File: src/rtl/nwlo_defs.svh
// Constants for the network watchdog and logic output block
// Contract
// - Programmable watchdog watches network activity, period from comm_timeout_period.
// - Silence longer than the period drives the network-loss flag on.
// - comm_error_action picks trip with comm_timeout_error code, or no trip.
// - comm_error_action also picks active motor stop or free coast; code 10 picks neither.
// - Two combiner inputs, each chosen from the ten output functions on out_func_in.
// - Operator 00 is AND, 01 is OR, 02 is XOR of A and B.
// - Combined output, option code 09, is on exactly when the result is 1.
// - With a card fitted, card network status uses card_watchdog_period.
`ifndef NWLO_DEFS_SVH
`define NWLO_DEFS_SVH
`define NWLO_CLK_HZ          50000000
`define NWLO_TICK_US         100
`define NWLO_TICK_CYCLES     ((`NWLO_CLK_HZ / 1000000) * `NWLO_TICK_US)
`define NWLO_ADDR_CTRL       12'h000
`define NWLO_ADDR_PERIOD     12'h004
`define NWLO_ADDR_CARD       12'h008
`define NWLO_ADDR_LOGIC      12'h00C
`define NWLO_ADDR_STATUS     12'h010
`define NWLO_CTRL_RST        32'h00000000
`define NWLO_PERIOD_RST      16'h0000
`define NWLO_LOGIC_RST       32'h00000000
`define NWLO_OPT_LOGIC       4'h9
`define NWLO_ERR_CODE        8'h3C
`define NWLO_OP_AND          2'h0
`define NWLO_OP_OR           2'h1
`define NWLO_OP_XOR          2'h2
`endif

File: src/rtl/nwlo_pkg.sv
// Types for the network watchdog and logic output block
package nwlo_pkg;
    typedef enum logic [1:0] {
        NWLO_ACT_TRIP_DECEL = 2'b00,
        NWLO_ACT_TRIP_COAST = 2'b01,
        NWLO_ACT_NONE       = 2'b10,
        NWLO_ACT_STOP_ONLY  = 2'b11
    } nwlo_action_t;
    typedef struct packed {
        logic       trip;
        logic       stop;
        logic       coast;
        logic [7:0] code;
    } nwlo_resp_t;
    typedef struct packed {
        logic [3:0] sel_a;
        logic [3:0] sel_b;
        logic [1:0] op;
    } nwlo_logic_cfg_t;
endpackage

File: src/rtl/nwlo_wdt.sv
// Watchdog counter on a tick enable, restarted by activity
`timescale 1ns/1ps
`default_nettype none
module nwlo_wdt
    import nwlo_pkg::*;
(
    input  wire logic        sys_clk_in,
    input  wire logic        rst_in,
    input  wire logic        tick_in,
    input  wire logic        enable_in,
    input  wire logic        activity_in,
    input  wire logic [15:0] period_in,
    output logic             timeout_out
);
    logic [15:0] count_reg;
    logic        timeout_reg;
    wire         expire = enable_in && tick_in && !activity_in && (count_reg >= period_in);
    always_ff @(posedge sys_clk_in or posedge rst_in) begin
        if (rst_in) begin
            count_reg   <= 16'h0000;
            timeout_reg <= 1'b0;
        end else if (!enable_in || activity_in) begin
            count_reg   <= 16'h0000;
            timeout_reg <= 1'b0;
        end else if (tick_in && !timeout_reg) begin
            count_reg <= count_reg + 16'h0001;
            if (expire) begin
                timeout_reg <= 1'b1;
            end
        end
    end
    assign timeout_out = timeout_reg;

    a_restart_clear: assert property (@(posedge sys_clk_in) disable iff (rst_in)
        activity_in |=> (count_reg == 16'h0000) && !timeout_out)
        else $error("Activity did not restart watchdog");
    a_timeout_cause: assert property (@(posedge sys_clk_in) disable iff (rst_in)
        $rose(timeout_out) |-> $past(expire))
        else $error("Timeout rose without expiry");
endmodule
`default_nettype wire

File: src/rtl/nwlo_top.sv
// Network watchdog, timeout response and logic output combiner with APB
`timescale 1ns/1ps
`default_nettype none
`include "nwlo_defs.svh"
module nwlo_top
    import nwlo_pkg::*;
(
    input  wire logic        sys_clk_in,
    input  wire logic        rst_in,
    input  wire logic        psel,
    input  wire logic        penable,
    input  wire logic        pwrite,
    input  wire logic [11:0] paddr,
    input  wire logic [31:0] pwdata,
    output logic [31:0]      prdata,
    output logic             pready,
    output logic             pslverr,
    input  wire logic        net_activity_in,
    input  wire logic        card_present_in,
    input  wire logic        card_activity_in,
    input  wire logic [9:0]  out_func_in,
    output logic             net_loss_out,
    output logic             card_loss_out,
    output logic             trip_out,
    output logic             motor_stop_out,
    output logic             motor_coast_out,
    output logic [7:0]       error_code_out,
    output logic             logic_out
);
    logic [2:0]      ctrl_reg;
    logic [15:0]     period_reg;
    logic [15:0]     card_reg;
    nwlo_logic_cfg_t lcfg_reg;
    nwlo_resp_t      resp_reg;
    nwlo_resp_t      resp_next;
    logic            logic_reg;
    logic [12:0]     tick_cnt_reg;
    logic            tick_reg;
    logic [31:0]     prdata_reg;
    logic            net_to;
    logic            card_to;

    wire          wr_en   = psel && penable && pwrite;
    wire          rd_setup = psel && !penable && !pwrite;
    wire          hit_ctl = (paddr == `NWLO_ADDR_CTRL);
    wire          hit_per = (paddr == `NWLO_ADDR_PERIOD);
    wire          hit_crd = (paddr == `NWLO_ADDR_CARD);
    wire          hit_log = (paddr == `NWLO_ADDR_LOGIC);
    wire          hit_sta = (paddr == `NWLO_ADDR_STATUS);
    wire          mapped  = hit_ctl | hit_per | hit_crd | hit_log | hit_sta;
    wire          wd_en   = ctrl_reg[0];
    wire          clr_trip = wr_en && hit_ctl && pwdata[3];
    nwlo_action_t action;
    assign action = nwlo_action_t'(ctrl_reg[2:1]);

    // Tick of 100 us gives a 6.5 s range on a 16-bit period
    wire tick_wrap = (tick_cnt_reg == 13'(`NWLO_TICK_CYCLES - 1));
    always_ff @(posedge sys_clk_in or posedge rst_in) begin
        if (rst_in) begin
            tick_cnt_reg <= 13'h0000;
            tick_reg     <= 1'b0;
        end else begin
            tick_reg     <= tick_wrap;
            tick_cnt_reg <= tick_wrap ? 13'h0000 : tick_cnt_reg + 13'h0001;
        end
    end

    nwlo_wdt u_net_wdt (
        .sys_clk_in  (sys_clk_in),
        .rst_in      (rst_in),
        .tick_in     (tick_reg),
        .enable_in   (wd_en),
        .activity_in (net_activity_in),
        .period_in   (period_reg),
        .timeout_out (net_to)
    );

    nwlo_wdt u_card_wdt (
        .sys_clk_in  (sys_clk_in),
        .rst_in      (rst_in),
        .tick_in     (tick_reg),
        .enable_in   (card_present_in),
        .activity_in (card_activity_in),
        .period_in   (card_reg),
        .timeout_out (card_to)
    );

    // Trip latches until cleared; a new timeout wins over the clear
    wire do_trip  = net_to && (action == NWLO_ACT_TRIP_DECEL || action == NWLO_ACT_TRIP_COAST);
    wire do_coast = net_to && (action == NWLO_ACT_TRIP_COAST);
    wire do_stop  = net_to && (action == NWLO_ACT_TRIP_DECEL || action == NWLO_ACT_STOP_ONLY);
    always_comb begin
        resp_next = resp_reg;
        if (clr_trip) begin
            resp_next = '0;
        end
        if (do_trip) begin
            resp_next.trip = 1'b1;
            resp_next.code = `NWLO_ERR_CODE;
        end
        if (do_stop) begin
            resp_next.stop = 1'b1;
        end
        if (do_coast) begin
            resp_next.coast = 1'b1;
        end
    end

    // Logic combiner
    wire in_a = out_func_in[lcfg_reg.sel_a];
    wire in_b = out_func_in[lcfg_reg.sel_b];
    wire op_and = in_a & in_b;
    wire op_or  = in_a | in_b;
    wire op_xor = in_a ^ in_b;
    wire comb_res = (lcfg_reg.op == `NWLO_OP_AND) ? op_and :
                    (lcfg_reg.op == `NWLO_OP_OR)  ? op_or  :
                    (lcfg_reg.op == `NWLO_OP_XOR) ? op_xor : 1'b0;

    wire [31:0] rd_mux =
        hit_ctl ? {29'h0, ctrl_reg} :
        hit_per ? {16'h0, period_reg} :
        hit_crd ? {16'h0, card_reg} :
        hit_log ? {22'h0, lcfg_reg} :
        hit_sta ? {16'h0, resp_reg.code, 2'h0, logic_reg, card_to, resp_reg.coast,
                   resp_reg.stop, resp_reg.trip, net_to} : 32'h00000000;

    always_ff @(posedge sys_clk_in or posedge rst_in) begin
        if (rst_in) begin
            ctrl_reg   <= 3'h0;
            period_reg <= `NWLO_PERIOD_RST;
            card_reg   <= `NWLO_PERIOD_RST;
            lcfg_reg   <= '0;
            resp_reg   <= '0;
            logic_reg  <= 1'b0;
            prdata_reg <= 32'h00000000;
        end else begin
            resp_reg  <= resp_next;
            logic_reg <= comb_res;
            if (wr_en && hit_ctl) ctrl_reg <= pwdata[2:0];
            if (wr_en && hit_per) period_reg <= pwdata[15:0];
            if (wr_en && hit_crd) card_reg <= pwdata[15:0];
            if (wr_en && hit_log) lcfg_reg <= pwdata[9:0];
            if (rd_setup) prdata_reg <= rd_mux;
        end
    end

    // Captured in setup so read data stands from a flop through the access cycle
    assign prdata          = prdata_reg;
    assign pready          = 1'b1;
    assign pslverr         = psel && penable && !mapped;
    assign net_loss_out    = net_to;
    assign card_loss_out   = card_present_in && card_to;
    assign trip_out        = resp_reg.trip;
    assign motor_stop_out  = resp_reg.stop;
    assign motor_coast_out = resp_reg.coast;
    assign error_code_out  = resp_reg.code;
    assign logic_out       = logic_reg;

    a_trip_follows: assert property (@(posedge sys_clk_in) disable iff (rst_in)
        do_trip |=> trip_out && error_code_out == `NWLO_ERR_CODE)
        else $error("Trip not raised on timeout");
    a_no_trip_mode: assert property (@(posedge sys_clk_in) disable iff (rst_in)
        $rose(trip_out) |-> $past(net_to) && ($past(action) == NWLO_ACT_TRIP_DECEL ||
                                              $past(action) == NWLO_ACT_TRIP_COAST))
        else $error("Trip without cause");
    a_coast_stop_excl: assert property (@(posedge sys_clk_in) disable iff (rst_in)
        do_coast |-> !do_stop ##1 motor_coast_out)
        else $error("Coast and stop both chosen");
    a_logic_and: assert property (@(posedge sys_clk_in) disable iff (rst_in)
        lcfg_reg.op == `NWLO_OP_AND |=> logic_out == $past(in_a & in_b))
        else $error("AND result wrong");
    a_logic_xor: assert property (@(posedge sys_clk_in) disable iff (rst_in)
        lcfg_reg.op == `NWLO_OP_XOR |=> logic_out == $past(in_a ^ in_b))
        else $error("XOR result wrong");
    a_logic_or: assert property (@(posedge sys_clk_in) disable iff (rst_in)
        lcfg_reg.op == `NWLO_OP_OR |=> logic_out == $past(in_a | in_b))
        else $error("OR result wrong");
    a_loss_window: assert property (@(posedge sys_clk_in) disable iff (rst_in)
        net_activity_in |=> !net_loss_out)
        else $error("Loss flag after activity");
    a_card_gate: assert property (@(posedge sys_clk_in) disable iff (rst_in)
        !card_present_in |=> !card_to && !card_loss_out)
        else $error("Card loss without card");
    c_net_loss:  cover property (@(posedge sys_clk_in) $rose(net_loss_out));
    c_trip:      cover property (@(posedge sys_clk_in) $rose(trip_out));
    c_card_loss: cover property (@(posedge sys_clk_in) $rose(card_loss_out));
    c_logic:     cover property (@(posedge sys_clk_in) $rose(logic_out));
endmodule
`default_nettype wire

File: config.mk
export PLATFORM = sky130hd
export DESIGN_NAME = nwlo_top
export DESIGN_NICKNAME = d
export VERILOG_FILES = /design/src/rtl/nwlo_pkg.sv /design/src/rtl/nwlo_wdt.sv /design/src/rtl/nwlo_top.sv
export VERILOG_INCLUDE_DIRS = /design/src /design/src/rtl
export SDC_FILE = /design/constraint.sdc
export NUM_CORES = 1
export LEC_CHECK = 0
export BUFFER_PORTS_ARGS = -buffer_cell sky130_fd_sc_hd__buf_2
export CAP_MARGIN = 20
export CORE_MARGIN = 3
export CORE_UTILIZATION = 57
export CTS_CLUSTER_SIZE = 14
export DETAILED_ROUTE_END_ITERATION = 7
export PLACE_DENSITY = 0.91
export SLEW_MARGIN = 10
export SYNTH_ARGS = -nofsm -noshare
export SYNTH_HDL_FRONTEND = slang
export SYNTH_SLANG_ARGS = --single-unit
File: constraint.sdc
create_clock -name sys_clk_in -period 5.1 [get_ports sys_clk_in]
set_input_delay 1.275 -clock sys_clk_in [delete_from_list [all_inputs] [get_ports sys_clk_in]]
set_output_delay 1.275 -clock sys_clk_in [all_outputs]
set_load 0.01 [all_outputs]
# == Word level (Yosys, flattened, before mapping) ==
# Cells that the tools add are included.
# op_classes
n_addsub,3
muxes,28
order_cmp,4
n_bitwise,7
n_reduce_logical,47
n_eq_ne,9
# ops
operator,count
$mux W16,9
$add A16 B1 Y16 const B,2
$ge A16 B16 Y1,2
$eq A12 B4 Y1 const B,2
$logic_and A1 B1 Y1,22
$mux W1,14
$reduce_bool A2 Y1,7
$add A13 B1 Y13 const B,1
$eq A13 B13 Y1 const B,1
$mux W13,1
$eq A12 B3 Y1 const B,1
$eq A12 B5 Y1 const B,1
$logic_not A12 Y1,1
$mux W11,1
$lt A4 B5 Y1 const B,2
$logic_not A1 Y1,9
$bmux W1 S4,2
$mux W8,1
$or A1 B1 Y1,5
$eq A2 B1 Y1 const B,2
$eq A2 B2 Y1 const B,2
$logic_not A2 Y1,2
$logic_or A1 B1 Y1,4
$reduce_and A2 Y1,2
other kinds (2),2
# totals
elab_cells,116
ff_bits,137
output_inout_bits,48
in_bits,62

# == Longest topological paths before layout ==
# depth
word_depth,7
mapped_depth,9

# == Modules after synthesis ==
# Synthesis repeated with hierarchy kept, for this count alone.
# hier_totals
hier_cells,671
hier_area_um2,6635.1
# modules_own_cells
mod,cells_per_inst,area_per_inst_um2,seq_area_each_um2,n_inst
nwlo_top,381,4130.2,1976.9,1
nwlo_wdt,145,1252.5,425.4,2

# == Worst setup path before layout ==
# OpenSTA, ideal clock, no wires.
# synth_path
path_kind,input-to-output
startpoint,input paddr[2]
endpoint,output pslverr
cell_stages,5
required_time_ns,3.825
path_slack_ns,1.607
arrival_time_ns,2.218
path_cell_list,buf_2 > buf_2 > clkbuf_1 > o21ai_0 > a21oi_1
# synth_between
elab_chain_cells,7
elab_cells_between_ends,11
# synth_rtl
item,line_no,source
start: declaration,nwlo_top.sv:13,"input wire logic [11:0] paddr,"
$eq A12 B3 Y1 (no source line) or $logic_not A12 Y1 (tied branches),-,
$or A1 B1 Y1 (3 in series),nwlo_top.sv:50,wire mapped = hit_ctl | hit_per | hit_crd | hit_log | hit_sta;
$or A1 B1 Y1 *,nwlo_top.sv:50,
$logic_not A1 Y1 *,nwlo_top.sv:150,assign pslverr = psel && penable && !mapped;
$logic_and A1 B1 Y1 *,nwlo_top.sv:150,
end: declaration,nwlo_top.sv:17,"output logic pslverr,"
# Every way passes the cells marked *; elsewhere a longest branch is shown, timed or not.

# == Final worst setup path ==
# layout_path
startpoint,input paddr[9]
endpoint,output pslverr
# Same word-level chain as after synthesis.

==> flow_results.org <==
** Die
- Horiz. Die Dim :: 111.4 µm
- Measured along the y axis, the die boundary spans 111.4 µm.
- The core region is 10560 µm².
- Number of I/O pins :: 110
- Once the floorplan was initialized, standard cells occupied 60.00% of the core.
- Core Rows :: 37
- The floorplan step defined a die boundary enclosing 12410 µm².

** Critical path
- The worst register-to-register path begins at lcfg_reg[2].
- Worst path most repeated cell :: sky130_fd_sc_hd__buf_2
- The worst setup path is captured at an output pin.
- Worst r2r dst :: logic_out
- Cell count of the worst reg-to-reg path :: 7
- On the worst path, the slowest cell contributes a delay of 390 ps.
- Arrival time of the worst setup path :: 2220 ps
- CP max stage cell :: sky130_fd_sc_hd__nor3_1
- Category of the critical setup timing path :: primary input to output pin
- The critical path starts at paddr[9].
- For flop-to-flop paths, the worst setup slack is 3140 ps.
- Startpoint class of the critical path :: primary input
- STA puts the critical path data required time at 3830 ps.
- Cells along the critical path :: buf_2 > nor3_1 > and3_1 > a21oi_1 > buf_2
- Capture point of the worst path :: pslverr
- Crit Path Max Fanout :: 3

** Route
- Using the TritonRoute via totals, the vias-per-cell ratio works out to 6.160.
- In this run the remaining antenna-violating nets after routing total 0.
- Post-detailed-route wirelength per cell :: 19.22 µm
- The routed design has 16560 µm of wire.
- Routed vias :: 5310
- The pre-antenna-repair detailed-routing pass consisted of 5 iterations.
- # DRC :: 0
- The detailed router finished its first iteration with 464 violations.

** Logic synthesis
- Fraction of the yosys area taken by sequential cells :: 44.65%
- Number of library cell types mapped by synthesis :: 52
- Among all flip-flop cells after synthesis, the most frequent one is sky130_fd_sc_hd__dfrtp_1.
- Syn avg cell area :: 9.774 µm²
- Summing every instance area after synthesis gives roughly 6300 µm².
- After technology mapping, the gate count stands at 648.
- Counting flops with an async set or reset pin after synthesis yields a share of 100.0%.
- EDFF count, synth :: 0
- During synthesis, Yosys emitted a total of 0 warnings.
- The synthesized design contains 113 register bits.

** Final layout
- Fin nets :: 815
- The area growth from synthesis to layout is 14.42%.
- The number of antenna diodes in the final layout is 0.
- Fraction of layout instances using a drive strength above 1 :: 20.25%
- Footprint of the multi-input gates :: 3153 µm²
- Seq. cell area :: roughly 2800 µm²
- Number of fill cells :: 686

** Clocking
- Clock Latency Late Sink :: between 500 and 600 ps
- TritonCTS built the clock tree.
- The number of setup buffers added after CTS is 0.
- CTS placed an instance of sky130_fd_sc_hd__clkbuf_8 at the clock tree root.
- Clock slew at the register clock pins of the worst setup and hold paths :: 50 ps
- The tree built by TritonCTS fans out to 113 sinks.
- CTS Buffer Depth :: 2
- The number of clock buffers added by TritonCTS is 17.
- In this run, post-CTS repair resized a total of 0 instances.
- Deepest level of the CTS H-tree :: 4
- Hold bufs inserted after CTS :: 0

** STA
- The final hold violation count was 0.
- Maximum clock frequency :: between 200 and 300 MHz
- On the final layout, the worst hold slack is approximately 470 ps.
- The worst pin sits at a relative slew slack of 36.56%.
- The final-report max-slew violation count is 0.
- Total negative slack :: 0 ps
- Transition time at the pin with the least slew margin :: 951.6 ps
- Clock Skew :: 4.918 ps
- Final worst-path cycle share :: 68.56%
- For the finished layout, the period the worst path requires is 3497 ps.
- Setup repair after global routing left no endpoint under its margin.
- Final setup violation count :: 0

** Power
- Net switching is 22.64% of the power.
- Switching power of the nets :: 480.5 µW
- Static Leakage :: 3.402 nW
- The worst-case IR drop observed on VDD is around 150 µV.
- Dividing total power by cell area gives a power density of between 200 and 300 nW/µm².
- Cell internal pwr :: approximately 1.6 mW
- Combinational share of power :: 4.7%
- Share of total power in the clock network :: 52.9%
- Of the total power, registers draw 42.4%.

** Global route
- Global-route wire length before repair :: 27100 µm
- Entering global routing, the biggest net connects 81 pins.
- Antenna violations before repair :: 0
- Total Routing Usage GR :: roughly 27%
- The number of global-route vias before repair is 5506.
- After global routing the overflow that remains totals 0.

** Run status
- The run finished with clean final reports.

** Placed design
- IO buf count :: 72
- At the end of routability-driven placement, the weighted congestion stood at 0.9383.
- Once detailed placement completed, the half-perimeter wirelength came to about 11000 µm.

** Hold path
- Worst min-delay path category :: flop to flop

** Flow run
- Across the run, the number of max-cap violations was 0.
[metrics by stage]
step                cell area, µm²  cells  total power [mW]  setup WS [ps]  utilization (%)
global route                  7247    862             2.178           1526            68.66
CTS                           7247    862             2.121           1634            68.66
floorplan                     6405    667            0.9838          837.6                -
detailed placement            6686    831             1.011           1642            63.35
global placement              6686    831             1.008           1666            63.35
finish                        7247    862             2.122           1603            68.66
[layout by cell type (no fill, tap or decap), types with 10 or more instances in the layout]
master,Yosys,routed
sky130_fd_sc_hd__dfrtp_1,113,113
sky130_fd_sc_hd__buf_2,4,72
sky130_fd_sc_hd__nand2_1,65,65
sky130_fd_sc_hd__nor2_1,59,59
sky130_fd_sc_hd__o21ai_0,51,51
sky130_fd_sc_hd__inv_1,42,41
sky130_fd_sc_hd__ha_1,39,39
sky130_fd_sc_hd__mux2_2,30,30
sky130_fd_sc_hd__xor2_1,26,26
sky130_fd_sc_hd__a21oi_1,25,25
sky130_fd_sc_hd__conb_1,2,21
sky130_fd_sc_hd__nand4_1,16,16
sky130_fd_sc_hd__clkbuf_16,0,16
sky130_fd_sc_hd__a22oi_1,11,11
sky130_fd_sc_hd__nand3_1,10,10
[per-layer routing]
metal,vias to the layer above,share of wire [%],track usage (%),wire length [µm]
met4,0,5.0,14.44,822
met5,-,0,0,0
li1,2359,-,-,-
met1,2570,38,32.14,6271
met2,301,49,46.16,8174
met3,80,7.8,5.924,1295
[worst min-delay path by stage]
| stage | from | end | slack [ps] | cells past startpoint |
|---|---|---|---|---|
| 2_1_floorplan | tick_cnt_reg[0] | tick_cnt_reg[0] | 430 | 1 |
| 3_3_place_gp | tick_cnt_reg[0] | tick_cnt_reg[0] | 440 | 1 |
| 3_5_place_dp | prdata[11] | prdata[11] | 460 | 2 |
| 4_1_cts | prdata[11] | prdata[11] | 470 | 2 |
| 5_1_grt | tick_cnt_reg[0] | tick_cnt_reg[0] | 490 | 1 |
| 6_report | prdata[10] | prdata[10] | 470 | 2 |
[kinds of logic (layout without fill, tap and decap cells)]
group | Yosys count | after routing | synth area share [%]
AOI/OAI and AO/OA | 116 | 116 | 10.87
xor gates and xnor gates | 35 | 35 | 4.840
adders and majority gates | 39 | 39 | 7.704
buffers and inverters | 88 | 147 | 6.835
DFF | 113 | 113 | 44.65
muxes | 42 | 42 | 8.021
other | 2 | 21 | 0.1186
and+or+nand+nor | 213 | 213 | 16.97
[area by class of cell]
class / instances / share of cell area (%)
clock buffers: 21 / 6.198
clock inverters: 10 / 1.537
inverters: 42 / 2.210
multi-input cells: 466 / 43.51
flip-flops and latches: 113 / 39.02
well taps: 136 / 2.348
repair buffers: 74 / 5.180
[cells in the mapped netlist, drive strengths merged, types with 11 or more instances]
cell,number,share of area (%)
nand3,11,0.95
nor2,60,3.6
nor3,11,1.0
o21ai,52,4.1
buf,30,3.4
inv,42,2.5
mux2,30,5.3
ha,39,7.7
xor2,26,3.6
nand2,65,3.9
nand4,16,1.6
clkbuf,16,0.95
a21oi,25,2.0
dfrtp,113,45
a22oi,11,1.3
[power groups by stage]
| stage | combinational (mW) | clock [mW] | sequential, mW |
|---|---|---|---|
| 5_1_grt | 0.108 | 1.17 | 0.899 |
| 3_3_place_gp | 0.0927 | 0 | 0.915 |
| 2_1_floorplan | 0.0688 | 0 | 0.915 |
| 6_report | 0.0997 | 1.12 | 0.899 |
| 4_1_cts | 0.0982 | 1.12 | 0.899 |
| 3_5_place_dp | 0.0962 | 0 | 0.915 |
[worst max-delay path, delay by kind of cell]
family	cells	cell delay (ps)
compound gates	1	80
simple gates	2	630
buf+inv	2	240
No activity file was read; power rests on OpenSTA's default activity.
